===== config.mk =====
export PLATFORM = sky130hd
export DESIGN_NAME = vxi_backplane_slave_port
export DESIGN_NICKNAME = d
export VERILOG_FILES = /design/src/rtl/bp_pkg.sv /design/src/rtl/vxi_backplane_slave_port.sv /design/src/rtl/pin_sync.sv /design/src/rtl/out_mem.sv
export VERILOG_INCLUDE_DIRS = /design/src /design/src/rtl
export SDC_FILE = /design/constraint.sdc
export NUM_CORES = 2
export LEC_CHECK = 0
export ABC_AREA = 1
export BUFFER_PORTS_ARGS = -buffer_cell sky130_fd_sc_hd__buf_4
export CAP_MARGIN = 30
export CORE_ASPECT_RATIO = 2
export CORE_UTILIZATION = 35
export DETAILED_ROUTE_END_ITERATION = 6
export HOLD_SLACK_MARGIN = 0.12
export PLACE_DENSITY_LB_ADDON = 0.1
export SETUP_SLACK_MARGIN = 0.2
export SYNTH_ARGS = -nofsm -noshare
export SYNTH_HDL_FRONTEND = slang
export SYNTH_SLANG_ARGS = --single-unit
export TNS_END_PERCENT = 10

===== constraint.sdc =====
create_clock -name clk_sys -period 8.74 [get_ports clk_sys]
set_input_delay 0.437 -clock clk_sys [delete_from_list [all_inputs] [get_ports clk_sys]]
set_output_delay 0.437 -clock clk_sys [all_outputs]
set_load 0.02 [all_outputs]

===== src/rtl/bp_defs.svh =====
// Register offsets, field positions, reset values and timing counts
// Assumes inclusion by bare name from every file that needs them
`ifndef BP_DEFS_SVH
`define BP_DEFS_SVH

// =====================================================================
// Register byte offsets inside the 16-bit window
`define REG_CONTROL 16'h0000
`define REG_STATUS 16'h0004
`define REG_IRQ_STATUS 16'h0008
`define REG_IRQ_CLEAR 16'h000C
`define REG_IRQ_ENABLE 16'h0010
`define REG_PORT_SEL 16'h0014
`define REG_MEAS_CTRL 16'h0018
`define REG_DATA_OUT 16'h001C
`define REG_BLOCK_LEN 16'h0020

// =====================================================================
// Field positions
`define CTRL_SOFT_RESET 0
`define CTRL_PRIO_LSB 1
`define CTRL_PRIO_MSB 3
`define PORT_SEL_LBUS 0
`define MEAS_SYNC_DRIVE 0
`define MEAS_SYNC_VALUE 1
`define MEAS_CLK_MASTER 2
`define MEAS_APPEND 3
`define IRQ_BLOCK_DONE 0
`define IRQ_OVERLOAD 1
`define IRQ_ADC_ERROR 2
`define IRQ_TRIGGER 3
`define IRQ_W 4

// =====================================================================
// Reset values, codes and timing counts
`define BLOCK_LEN_RESET 16'h0100
`define STATUS_TAG 16'h5A5A
`define CLK_HALF_CYCLES 8'h04
`define RESP_OKAY 2'h0
`define RESP_SLVERR 2'h2
`define PIN_RESET_VAL 3'h1

`endif


===== src/rtl/bp_pkg.sv =====
// Types shared by the backplane slave port files
// Assumes bp_defs.svh supplies the numeric constants
package bp_pkg;

  // Measurement loop states, one-hot
  typedef enum logic [4:0] {
    MS_IDLE = 5'b00001,
    MS_SYNCED = 5'b00010,
    MS_ARMED = 5'b00100,
    MS_CAPTURE = 5'b01000,
    MS_APPEND = 5'b10000
  } meas_state_t;

endpackage : bp_pkg


===== src/rtl/vxi_backplane_slave_port.sv =====
// Backplane slave port of a single-channel digitizer module
// Assumes an AXI4-Lite master, a byte-wide local-bus sink and shared trigger lines
//
// Decided for this implementation: the AXI4-Lite slave port and the register offsets.
`timescale 1ns/100ps
`include "bp_defs.svh"
module vxi_backplane_slave_port #(
  parameter int MEM_ADDR_W = 4,
  parameter logic [7:0] CLK_HALF = `CLK_HALF_CYCLES
) (
  input wire logic clk_sys,
  input wire logic rst,
  input wire logic [31:0] awaddr,
  input wire logic awvalid,
  output logic awready,
  input wire logic [31:0] wdata,
  input wire logic [3:0] wstrb,
  input wire logic wvalid,
  output logic wready,
  output logic [1:0] bresp,
  output logic bvalid,
  input wire logic bready,
  input wire logic [31:0] araddr,
  input wire logic arvalid,
  output logic arready,
  output logic [31:0] rdata,
  output logic [1:0] rresp,
  output logic rvalid,
  input wire logic rready,
  input wire logic [3:0] grant_in,
  output logic [3:0] grant_out,
  output logic [3:0] bus_request,
  output logic irq,
  output logic [2:0] irq_level,
  input wire logic sysreset_n,
  output logic reload_config,
  output logic resync,
  input wire logic sync_line_i,
  output logic sync_line_o,
  output logic sync_line_oe,
  input wire logic clk_line_i,
  output logic clk_line_o,
  output logic clk_line_oe,
  input wire logic sample_valid,
  output logic sample_ready,
  input wire logic [63:0] sample_data,
  input wire logic adc_overload,
  input wire logic adc_error,
  output logic [7:0] lbus_data,
  output logic lbus_valid,
  input wire logic lbus_ready,
  output logic access_led
);

  typedef struct packed {
    logic [2:0] prio;
    logic port_lbus;
    logic [3:0] meas;
    logic [15:0] block_len;
    logic [`IRQ_W-1:0] irq_status;
    logic [`IRQ_W-1:0] irq_enable;
    bp_pkg::meas_state_t mstate;
    logic [15:0] word_cnt;
    logic ovl_seen;
    logic err_seen;
    logic clk_prev;
    logic sync_prev;
    logic sync_out;
    logic sync_oe;
    logic [7:0] div_cnt;
    logic clk_gen;
    logic soft_rst;
    logic hw_prev;
    logic reload;
    logic resync;
    logic aw_got;
    logic w_got;
    logic [15:0] aw_addr;
    logic [15:0] w_data;
    logic [1:0] w_strb;
    logic bvalid;
    logic [1:0] bresp;
    logic rvalid;
    logic [15:0] rdata;
    logic [1:0] rresp;
    logic [1:0] word_sel;
    logic lb_valid;
    logic [2:0] lb_byte;
    logic [63:0] lb_word;
    logic [7:0] lb_data;
  } port_state_t;

  port_state_t s;
  port_state_t next_s;
  logic [2:0] pin_q;
  logic hw_rst;
  logic clk_rise;
  logic clk_fall;
  logic sync_evt;
  logic soft_clear;
  logic mem_push;
  logic mem_pop;
  logic mem_wready;
  logic mem_rvalid;
  logic [63:0] mem_wdata;
  logic [63:0] mem_rdata;
  logic [`IRQ_W-1:0] events;

  // =====================================================================
  // Helper functions
  // Address decode over the low 16 bits only
  function automatic logic is_mapped(input logic [15:0] addr);
    case (addr)
      `REG_CONTROL, `REG_STATUS, `REG_IRQ_STATUS, `REG_IRQ_CLEAR,
      `REG_IRQ_ENABLE, `REG_PORT_SEL, `REG_MEAS_CTRL, `REG_DATA_OUT,
      `REG_BLOCK_LEN: is_mapped = 1'b1;
      default: is_mapped = 1'b0;
    endcase
  endfunction : is_mapped

  // Byte-lane merge of a 16-bit write
  function automatic logic [15:0] merge16(input logic [15:0] old, input logic [15:0] val,
                                          input logic [1:0] strb);
    merge16 = {strb[1] ? val[15:8] : old[15:8], strb[0] ? val[7:0] : old[7:0]};
  endfunction : merge16

  // One byte out of a 64-bit word
  function automatic logic [7:0] byte_of(input logic [63:0] word, input logic [2:0] idx);
    byte_of = word[{idx, 3'h0} +: 8];
  endfunction : byte_of

  // =====================================================================
  // Pin synchronisers: system reset, sample clock line, sync line
  pin_sync #(
    .W(3),
    .RESET_VAL(`PIN_RESET_VAL)
  ) u_pin_sync (
    .clk_sys(clk_sys),
    .rst(rst),
    .din({sync_line_i, clk_line_i, sysreset_n}),
    .q(pin_q)
  );

  // Output memory holding acquired words
  out_mem #(
    .WIDTH(64),
    .ADDR_W(MEM_ADDR_W)
  ) u_out_mem (
    .clk_sys(clk_sys),
    .rst(rst),
    .clear(soft_clear),
    .wr_valid(mem_push),
    .wr_ready(mem_wready),
    .wr_data(mem_wdata),
    .rd_pop(mem_pop),
    .rd_valid(mem_rvalid),
    .rd_data(mem_rdata)
  );

  // Sample clock edges and rising sync transitions seen on the line
  assign hw_rst = ~pin_q[0];
  assign clk_rise = pin_q[1] & ~s.clk_prev;
  assign clk_fall = ~pin_q[1] & s.clk_prev;
  assign sync_evt = clk_rise & pin_q[2] & ~s.sync_prev;
  assign soft_clear = s.soft_rst | hw_rst;

  // =====================================================================
  // Next-state logic
  always_comb
  begin
    next_s = s;
    next_s.soft_rst = 1'b0;
    next_s.resync = 1'b0;
    next_s.clk_prev = pin_q[1];
    next_s.hw_prev = hw_rst;
    next_s.reload = hw_rst & ~s.hw_prev;
    mem_push = 1'b0;
    mem_pop = 1'b0;
    mem_wdata = sample_data;
    events = '0;

    // Register bus: capture address and data in either order
    if (awvalid & awready)
    begin
      next_s.aw_got = 1'b1;
      next_s.aw_addr = awaddr[15:0];
    end
    if (wvalid & wready)
    begin
      next_s.w_got = 1'b1;
      next_s.w_data = wdata[15:0];
      next_s.w_strb = wstrb[1:0];
    end
    if (s.bvalid & bready)
      next_s.bvalid = 1'b0;

    // Register writes once both halves are held
    if (s.aw_got & s.w_got & ~s.bvalid)
    begin
      next_s.aw_got = 1'b0;
      next_s.w_got = 1'b0;
      next_s.bvalid = 1'b1;
      next_s.bresp = is_mapped(s.aw_addr) ? `RESP_OKAY : `RESP_SLVERR;
      case (s.aw_addr)
        `REG_CONTROL:
        begin
          if (s.w_strb[0])
          begin
            next_s.soft_rst = s.w_data[`CTRL_SOFT_RESET];
            next_s.prio = s.w_data[`CTRL_PRIO_MSB:`CTRL_PRIO_LSB];
          end
        end
        `REG_IRQ_CLEAR:
          next_s.irq_status = s.irq_status & ~(s.w_data[`IRQ_W-1:0] & {`IRQ_W{s.w_strb[0]}});
        `REG_IRQ_ENABLE:
          next_s.irq_enable = (`IRQ_W)'(merge16(16'(s.irq_enable), s.w_data, s.w_strb));
        `REG_PORT_SEL:
          if (s.w_strb[0])
            next_s.port_lbus = s.w_data[`PORT_SEL_LBUS];
        `REG_MEAS_CTRL:
          next_s.meas = 4'(merge16(16'(s.meas), s.w_data, s.w_strb));
        `REG_BLOCK_LEN:
          next_s.block_len = merge16(s.block_len, s.w_data, s.w_strb);
        default:
          next_s.bresp = next_s.bresp;
      endcase
    end

    // Register reads; data word advances only on the VME path
    if (s.rvalid & rready)
      next_s.rvalid = 1'b0;
    if (arvalid & arready)
    begin
      next_s.rvalid = 1'b1;
      next_s.rresp = is_mapped(araddr[15:0]) ? `RESP_OKAY : `RESP_SLVERR;
      next_s.rdata = 16'h0000;
      case (araddr[15:0])
        `REG_CONTROL: next_s.rdata = {12'h000, s.prio, 1'b0};
        `REG_STATUS: next_s.rdata = {8'h00, s.ovl_seen, s.err_seen, mem_rvalid, s.mstate};
        `REG_IRQ_STATUS: next_s.rdata = 16'(s.irq_status);
        `REG_IRQ_ENABLE: next_s.rdata = 16'(s.irq_enable);
        `REG_PORT_SEL: next_s.rdata = {15'h0000, s.port_lbus};
        `REG_MEAS_CTRL: next_s.rdata = {12'h000, s.meas};
        `REG_BLOCK_LEN: next_s.rdata = s.block_len;
        `REG_DATA_OUT:
        begin
          if (~s.port_lbus & mem_rvalid)
          begin
            next_s.rdata = mem_rdata[{s.word_sel, 4'h0} +: 16];
            next_s.word_sel = s.word_sel + 2'h1;
            mem_pop = s.word_sel == 2'h3;
          end
        end
        default: next_s.rdata = 16'h0000;
      endcase
    end

    // Local bus: load a word, then send eight bytes low first
    if (s.port_lbus & mem_rvalid & ~s.lb_valid)
    begin
      mem_pop = 1'b1;
      next_s.lb_word = mem_rdata;
      next_s.lb_valid = 1'b1;
      next_s.lb_byte = 3'h0;
      next_s.lb_data = byte_of(mem_rdata, 3'h0);
    end
    else if (s.lb_valid & lbus_ready)
    begin
      if (s.lb_byte == 3'h7)
        next_s.lb_valid = 1'b0;
      else
      begin
        next_s.lb_byte = s.lb_byte + 3'h1;
        next_s.lb_data = byte_of(s.lb_word, s.lb_byte + 3'h1);
      end
    end

    // Sample clock generator for the clock master
    if (s.div_cnt >= CLK_HALF - 8'h01)
    begin
      next_s.div_cnt = 8'h00;
      next_s.clk_gen = ~s.clk_gen;
    end
    else
      next_s.div_cnt = s.div_cnt + 8'h01;

    // Software-driven sync changes only on a falling sample clock
    if (clk_fall)
    begin
      next_s.sync_out = s.meas[`MEAS_SYNC_VALUE];
      next_s.sync_oe = s.meas[`MEAS_SYNC_DRIVE];
    end
    if (clk_rise)
      next_s.sync_prev = pin_q[2];

    // Measurement loop; sync meaning depends on the state
    if (s.mstate == bp_pkg::MS_CAPTURE)
    begin
      next_s.ovl_seen = s.ovl_seen | adc_overload;
      next_s.err_seen = s.err_seen | adc_error;
      events[`IRQ_OVERLOAD] = adc_overload;
      events[`IRQ_ADC_ERROR] = adc_error;
    end
    case (s.mstate)
      bp_pkg::MS_IDLE:
        if (sync_evt)
        begin
          next_s.resync = 1'b1;
          next_s.mstate = bp_pkg::MS_SYNCED;
        end
      bp_pkg::MS_SYNCED:
        if (sync_evt)
          next_s.mstate = bp_pkg::MS_ARMED;
      bp_pkg::MS_ARMED:
        if (sync_evt)
        begin
          next_s.mstate = bp_pkg::MS_CAPTURE;
          next_s.word_cnt = 16'h0000;
          next_s.ovl_seen = 1'b0;
          next_s.err_seen = 1'b0;
          events[`IRQ_TRIGGER] = 1'b1;
        end
      bp_pkg::MS_CAPTURE:
      begin
        mem_push = sample_valid;
        if (sample_valid & mem_wready)
        begin
          next_s.word_cnt = s.word_cnt + 16'h0001;
          if (s.word_cnt + 16'h0001 >= s.block_len)
          begin
            if (s.meas[`MEAS_APPEND])
              next_s.mstate = bp_pkg::MS_APPEND;
            else
            begin
              next_s.mstate = bp_pkg::MS_IDLE;
              events[`IRQ_BLOCK_DONE] = 1'b1;
            end
          end
        end
      end
      bp_pkg::MS_APPEND:
      begin
        mem_push = 1'b1;
        mem_wdata = {`STATUS_TAG, 46'h0, s.err_seen, s.ovl_seen};
        if (mem_wready)
        begin
          next_s.mstate = bp_pkg::MS_IDLE;
          events[`IRQ_BLOCK_DONE] = 1'b1;
        end
      end
      default: next_s.mstate = bp_pkg::MS_IDLE;
    endcase

    // Sticky status: a new event wins over a clear in the same cycle
    next_s.irq_status = next_s.irq_status | events;

    // Soft and hardware reset; hardware also clears control
    if (soft_clear)
    begin
      next_s.mstate = bp_pkg::MS_IDLE;
      next_s.word_cnt = 16'h0000;
      next_s.ovl_seen = 1'b0;
      next_s.err_seen = 1'b0;
      next_s.irq_status = '0;
      next_s.word_sel = 2'h0;
      next_s.lb_valid = 1'b0;
      next_s.lb_byte = 3'h0;
      mem_push = 1'b0;
      mem_pop = 1'b0;
      if (hw_rst)
        next_s.prio = 3'h0;
    end
  end

  // State register
  always_ff @(posedge clk_sys)
  begin
    if (rst)
    begin
      s <= '0;
      s.block_len <= `BLOCK_LEN_RESET;
      s.mstate <= bp_pkg::MS_IDLE;
    end
    else
      s <= next_s;
  end

  // =====================================================================
  // Outputs
  // Register bus handshakes and answers
  assign awready = ~s.aw_got & ~s.bvalid;
  assign wready = ~s.w_got & ~s.bvalid;
  assign bvalid = s.bvalid;
  assign bresp = s.bresp;
  assign arready = ~s.rvalid;
  assign rvalid = s.rvalid;
  assign rresp = s.rresp;
  assign rdata = {16'h0000, s.rdata};

  // Arbitration pass-through, never a requester
  assign grant_out = grant_in;
  assign bus_request = 4'h0;

  // Interrupt and its level
  assign irq = |(s.irq_status & s.irq_enable);
  assign irq_level = irq ? s.prio : 3'h0;

  // Trigger lines: clock only as master, sync as programmed
  assign clk_line_o = s.clk_gen;
  assign clk_line_oe = s.meas[`MEAS_CLK_MASTER];
  assign sync_line_o = s.sync_out;
  assign sync_line_oe = s.sync_oe;
  assign reload_config = s.reload;
  assign resync = s.resync;

  // Data paths
  assign sample_ready = (s.mstate == bp_pkg::MS_CAPTURE) & mem_wready & ~soft_clear;
  assign lbus_data = s.lb_data;
  assign lbus_valid = s.lb_valid;

  // Access indicator while a mapped address is presented, a write address is held, or an answer is pending
  assign access_led = (awvalid & is_mapped(awaddr[15:0])) | (arvalid & is_mapped(araddr[15:0]))
                      | s.aw_got | s.bvalid | s.rvalid;

endmodule : vxi_backplane_slave_port


===== src/rtl/pin_sync.sv =====
// Three-stage synchroniser for backplane pins
// Assumes inputs are asynchronous to clk_sys
`timescale 1ns/100ps
module pin_sync #(
  parameter int W = 3,
  parameter logic [W-1:0] RESET_VAL = '0
) (
  input wire logic clk_sys,
  input wire logic rst,
  input wire logic [W-1:0] din,
  output logic [W-1:0] q
);

  typedef struct packed {
    logic [W-1:0] s1;
    logic [W-1:0] s2;
    logic [W-1:0] s3;
    logic [W-1:0] q;
  } sync_state_t;

  sync_state_t s;
  sync_state_t next_s;

  // =====================================================================
  // Shift chain; output follows once stages two and three agree
  always_comb
  begin
    next_s = s;
    next_s.s1 = din;
    next_s.s2 = s.s1;
    next_s.s3 = s.s2;
    for (int i = 0; i < W; i++)
    begin
      if (s.s2[i] == s.s3[i])
        next_s.q[i] = s.s3[i];
    end
  end

  // State register
  always_ff @(posedge clk_sys)
  begin
    if (rst)
      s <= {4{RESET_VAL}};
    else
      s <= next_s;
  end

  assign q = s.q;

endmodule : pin_sync


===== src/rtl/out_mem.sv =====
// Output sample memory with registered read word
// Assumes one pop per valid word; pop while not valid is ignored
`timescale 1ns/100ps
module out_mem #(
  parameter int WIDTH = 64,
  parameter int ADDR_W = 4
) (
  input wire logic clk_sys,
  input wire logic rst,
  input wire logic clear,
  input wire logic wr_valid,
  output logic wr_ready,
  input wire logic [WIDTH-1:0] wr_data,
  input wire logic rd_pop,
  output logic rd_valid,
  output logic [WIDTH-1:0] rd_data
);

  typedef struct packed {
    logic [ADDR_W-1:0] wptr;
    logic [ADDR_W-1:0] rptr;
    logic [ADDR_W:0] count;
    logic rvalid;
  } mem_state_t;

  mem_state_t s;
  mem_state_t next_s;
  logic [WIDTH-1:0] store [2**ADDR_W];
  logic [WIDTH-1:0] rword;
  logic push;
  logic pop;

  assign wr_ready = s.count != (ADDR_W + 1)'(2**ADDR_W);
  assign push = wr_valid & wr_ready;
  assign pop = rd_pop & s.rvalid;

  // =====================================================================
  // Pointer and fill bookkeeping; valid drops for a cycle after a pop
  always_comb
  begin
    next_s = s;
    if (push)
      next_s.wptr = s.wptr + 1'b1;
    if (pop)
      next_s.rptr = s.rptr + 1'b1;
    next_s.count = s.count + (ADDR_W + 1)'(push) - (ADDR_W + 1)'(pop);
    next_s.rvalid = (s.count != '0) & ~pop;
    if (clear)
      next_s = '0;
  end

  // State register
  always_ff @(posedge clk_sys)
  begin
    if (rst)
      s <= '0;
    else
      s <= next_s;
  end

  // Storage array and registered read word
  always_ff @(posedge clk_sys)
  begin
    if (push)
      store[s.wptr] <= wr_data;
    rword <= store[s.rptr];
  end

  assign rd_valid = s.rvalid;
  assign rd_data = rword;

endmodule : out_mem


==> flow_summary.rst <==
.. list-table::
   :header-rows: 1

   * - Metric
     - Value
   * - Mean instance size in the synthesized netlist
     - roughly 12 sq um
   * - Reg2Reg Depth
     - 9
   * - Setup-failing EPs final
     - 0
   * - # port buffers
     - between 150 and 200
   * - # IOs
     - 252
   * - Sort of element at the start of the critical path
     - flop
   * - Compound-Gate Fraction of Synth Area
     - 0.119
   * - RSZ-0062 raised after global routing
     - false
   * - Count of unresolved DRC violations after routing
     - 0
   * - List of cells traversed by the critical path
     - nor2_1, nand3_4, nand2_1, nand3_1, inv_1, nand2_1, nor2_4, buf_4, buf_4
   * - Adder and majority gate portion of the synthesized area
     - 0.00795
   * - Largest net degree at the start of global routing
     - around 150
   * - Final GP Congestion
     - between 0.8 and 0.9
   * - Basic-gate share of the synthesized area counting and, or, nand and nor cells
     - 0.0941
   * - Synthesis warning total
     - 0
   * - Final worst clock skew
     - 0.0299 ns
   * - Library cell contributing the largest single delay on the critical path
     - sky130_fd_sc_hd__nor2_4
   * - Maximum cell stage delay along the critical path
     - ~0.79 ns
   * - Number of antenna violations at the first check in global routing
     - 7
   * - Cell variety after synth
     - 50
   * - Post-detailed-route via-to-cell ratio
     - ~5.3
   * - Initial detailed-routing violation count
     - 2140
   * - Setup TNS
     - 0 ns
   * - Global-route congestion overflow total
     - 0
   * - Largest buffer count on any clock path
     - 3
   * - Vias in the first global route
     - approximately 34000
   * - Aggregate routed wire length
     - 160000 microns
   * - CP Data Required Time
     - roughly 9 ns
   * - Half-perimeter wire length after detailed placement
     - between 90000 and 100000 microns
   * - Number of buffer and inverter stages on the critical path
     - 3
   * - Post-synthesis instance total
     - between 4000 and 5000
   * - Die width
     - ~280 microns
   * - Layout-stage area growth over the synthesis result
     - 14.1%
   * - Number of max-slew violations in the final report
     - 0
   * - Num CTS Buffers
     - around 120
   * - Tightest Hold Check Type
     - primary input to flop
   * - GRT Overall Usage
     - 0.206
   * - Net total in the final layout
     - about 4700
   * - Total standard cell area after synthesis
     - 0.0529 sq mm
   * - Area of the placeable core
     - about 0.15 sq mm
   * - Deepest level of the CTS H-tree
     - 3
   * - WP depth
     - 9
   * - Most common flop cell mapped by yosys
     - sky130_fd_sc_hd__edfxtp_1
   * - Biggest area contributors in the synthesized netlist
     - sky130_fd_sc_hd__edfxtp_1 58%, sky130_fd_sc_hd__dfxtp_1 11%, sky130_fd_sc_hd__nor2_1 4.6%
   * - Count of standard-cell rows
     - 201
   * - Critical Path AT
     - 4.42 ns
   * - Critical Path Fanout Max
     - 31
   * - Post-synth top area cell
     - sky130_fd_sc_hd__edfxtp_1
   * - Tot Pwr
     - 12.7 mW
   * - Die ar.
     - 0.153 sq mm
   * - Iteration count of the initial detailed-routing pass
     - 6
   * - Wire length of the first global-routing pass
     - ~230000 microns
   * - EDFF count, synth
     - between 1000 and 1500
   * - Sequential-to-total area share from yosys stat
     - 0.693
   * - Worst-margin pin slew
     - 1.02 ns
   * - Run status
     - completed
   * - Maxcap violations
     - 0
   * - Final worst path period need
     - just over 4 ns
   * - Share of final-layout standard cells stronger than drive strength 1
     - 0.106
   * - Count of antenna-violating nets left after detailed routing
     - 0
   * - Setup slack of the most critical reg-to-reg path
     - 4.68 ns
   * - Peak Freq
     - about 250 MHz
   * - CP Class
     - flop to flop
   * - IR drop worst, VDD
     - 0.152 mV
   * - CTS resizes
     - 0
   * - P per Cell Area
     - about 210 mW/mm^2
   * - Number of synthesized register bits
     - about 1300
   * - Root Driver
     - sky130_fd_sc_hd__clkbuf_16
   * - Sink Count
     - about 1300
   * - Worst rel slew slack
     - 0.319
   * - Later-pin clock latency in the skew report
     - between 0.7 and 0.8 ns
   * - Area share of the largest cell type after synthesis
     - 0.581
   * - End of the worst register-to-register path
     - u_out_mem.store[4][56]
   * - CP startpoint
     - s[174]
   * - Setup crit end
     - u_out_mem.store[4][56]
   * - Multiplexer share of the synthesized area
     - 0.0352
   * - Clock tree from TritonCTS
     - done
   * - Sort of element at the end of the critical path
     - flop
   * - Post-synthesis share of cell area spent on xor and xnor gates
     - 0.00281
   * - Main combinational cell family by area after synthesis
     - compound AO/OA/AOI/OAI gates
   * - Cell leakage power
     - a little over 20 nW
   * - Part of the cycle the worst path needs
     - 0.465
   * - Post-synthesis async set-or-reset flop share
     - 0
   * - Clock-pin transition on the worst setup and hold timing paths
     - about 0.070 ns
   * - Final hold violation count
     - 0
   * - Cell type group with the largest total delay on the critical path
     - simple AND/OR/NAND/NOR gates
   * - Detailed-route via count
     - between 30000 and 40000
   * - Routed wire per std cell
     - 24.7 microns
   * - R2R Path Start
     - s[174]
   * - Initial Util
     - 0.353
   * - Die boundary height
     - 552 microns
how the worst min path moves through the flow:
stage	start	end	slack, ns	cells after the start
2_1_floorplan	s[138]	reload_config	0.37	1
3_3_place_gp	s[138]	reload_config	0.38	1
3_5_place_dp	s[138]	reload_config	0.38	1
4_1_cts	arvalid	rdata[3]	0.13	4
5_1_grt	arvalid	rdata[3]	0.18	4
6_report	arvalid	rdata[3]	0.17	4
cell type report:
class	instances	area, sq um
clock buffers	153	3280
clock inverters	69	722
multi-input cells	2492	13900
inverters	249	947
diodes	3	7.51
fillers	14200	89500
well taps	1928	2410
repair buffers	288	2380
flip-flops and latches	1320	36700
cells in the mapped netlist (all sizes together), types with 127 or more instances:
master	count
nand3	127
a21oi	165
edfxtp	1024
o221ai	186
clkbuf	177
inv	248
mux2i	186
nor2	662
o21ai	487
buf	147
dfxtp	296
nand2	356
flip-flops by register name (all words and copies together) (netlist names):
name / cells
clk_line_o: 1
u_pin_sync.s: 3
rdata: 16
resync: 1
u_pin_sync.next_s: 6
sync_line_oe: 1
u_out_mem.rd_data: 64
u_pin_sync.q: 3
u_out_mem.s: 13
lbus_data: 8
s: 171
rresp: 1
clk_line_oe: 1
lbus_valid: 1
u_out_mem.rd_valid: 1
bvalid: 1
sync_line_o: 1
bresp: 1
reload_config: 1
rvalid: 1
u_out_mem.store: 1024
layout by cell type (no fill, tap or decap), types with 3 or more instances in the layout:
cell                            count
sky130_fd_sc_hd__o21ai_0          487
sky130_fd_sc_hd__clkbuf_8          13
sky130_fd_sc_hd__buf_16             3
sky130_fd_sc_hd__or2_2             13
sky130_fd_sc_hd__a211oi_1           9
sky130_fd_sc_hd__diode_2            3
sky130_fd_sc_hd__dlygate4sd3_1     45
sky130_fd_sc_hd__nor2_1           639
sky130_fd_sc_hd__o22ai_1           24
sky130_fd_sc_hd__o221ai_1         186
sky130_fd_sc_hd__clkbuf_1          19
sky130_fd_sc_hd__ha_1              32
sky130_fd_sc_hd__nor3_1            24
sky130_fd_sc_hd__buf_12             4
sky130_fd_sc_hd__xor2_1            14
sky130_fd_sc_hd__nand3_1          125
sky130_fd_sc_hd__conb_1            28
sky130_fd_sc_hd__nand4_1           18
sky130_fd_sc_hd__bufinv_16         13
sky130_fd_sc_hd__clkbuf_16        121
sky130_fd_sc_hd__clkinv_1          28
sky130_fd_sc_hd__inv_1            244
sky130_fd_sc_hd__nor4_1             6
sky130_fd_sc_hd__o211ai_1          77
sky130_fd_sc_hd__xnor2_1            3
sky130_fd_sc_hd__buf_4            236
sky130_fd_sc_hd__dfxtp_4            4
sky130_fd_sc_hd__mux2i_1          186
sky130_fd_sc_hd__nor2_4            20
sky130_fd_sc_hd__nand2_1          353
sky130_fd_sc_hd__dfxtp_1          292
sky130_fd_sc_hd__a21oi_2            8
sky130_fd_sc_hd__edfxtp_1        1024
sky130_fd_sc_hd__o32ai_1           60
sky130_fd_sc_hd__clkinv_2          22
sky130_fd_sc_hd__a21oi_1          157
what timing repair did:
action                     CTS  global route
hold endpoints to repair    54             0
setup buffers                0             0
hold buffers                45             0
setup endpoints to repair    0             0
kinds of logic (layout without fill, tap and decap cells):
kind of cell	Yosys count	count (layout)
DFF	1320	1320
muxes	186	186
buffers and inverters	573	759
and+or+nand+nor	1214	1214
xor gates and xnor gates	17	17
other	1	31
AOI/OAI and AO/OA	1014	1014
adders and majority gates	33	33
per-stage QoR:
step                area, sq um  hold WS, ns  utilization  cells  setup slack, ns
floorplan                 53000        0.368            -   4385             4.37
global placement          55800        0.381        0.373   6229             4.61
detailed placement        55900        0.384        0.373   6230             4.59
CTS                       60300        0.135        0.402   6497             4.60
global route              60400        0.179        0.403   6502             4.36
finish                    60400        0.169        0.403   6502             4.68
worst reg2reg max path: cells and delay by family, from the launching register on:
kind | cells | cell delay, ns
buffers and inverters | 3 | 1.38
and+or+nand+nor | 6 | 1.94
DFF | 1 | 0.34
layer usage:
metal | vias to the layer above | share of wire | GRT usage | wire (microns)
li1 | 16000 | - | - | -
met1 | 17100 | 0.40 | 0.242 | 64200
met2 | 841 | 0.53 | 0.386 | 85000
met3 | 245 | 0.037 | 0.0228 | 5950
met4 | 2 | 0.033 | 0.0724 | 5230
met5 | - | 0.000081 | 0 | 13
power breakdown:
part | switching [mW] | internal, mW
Clock | 2.37 | 3.03
Sequential | 0.0399 | 6.86
Combinational | 0.319 | 0.127
Total | 2.72 | 10.0
(Power assumes the default switching activity.)
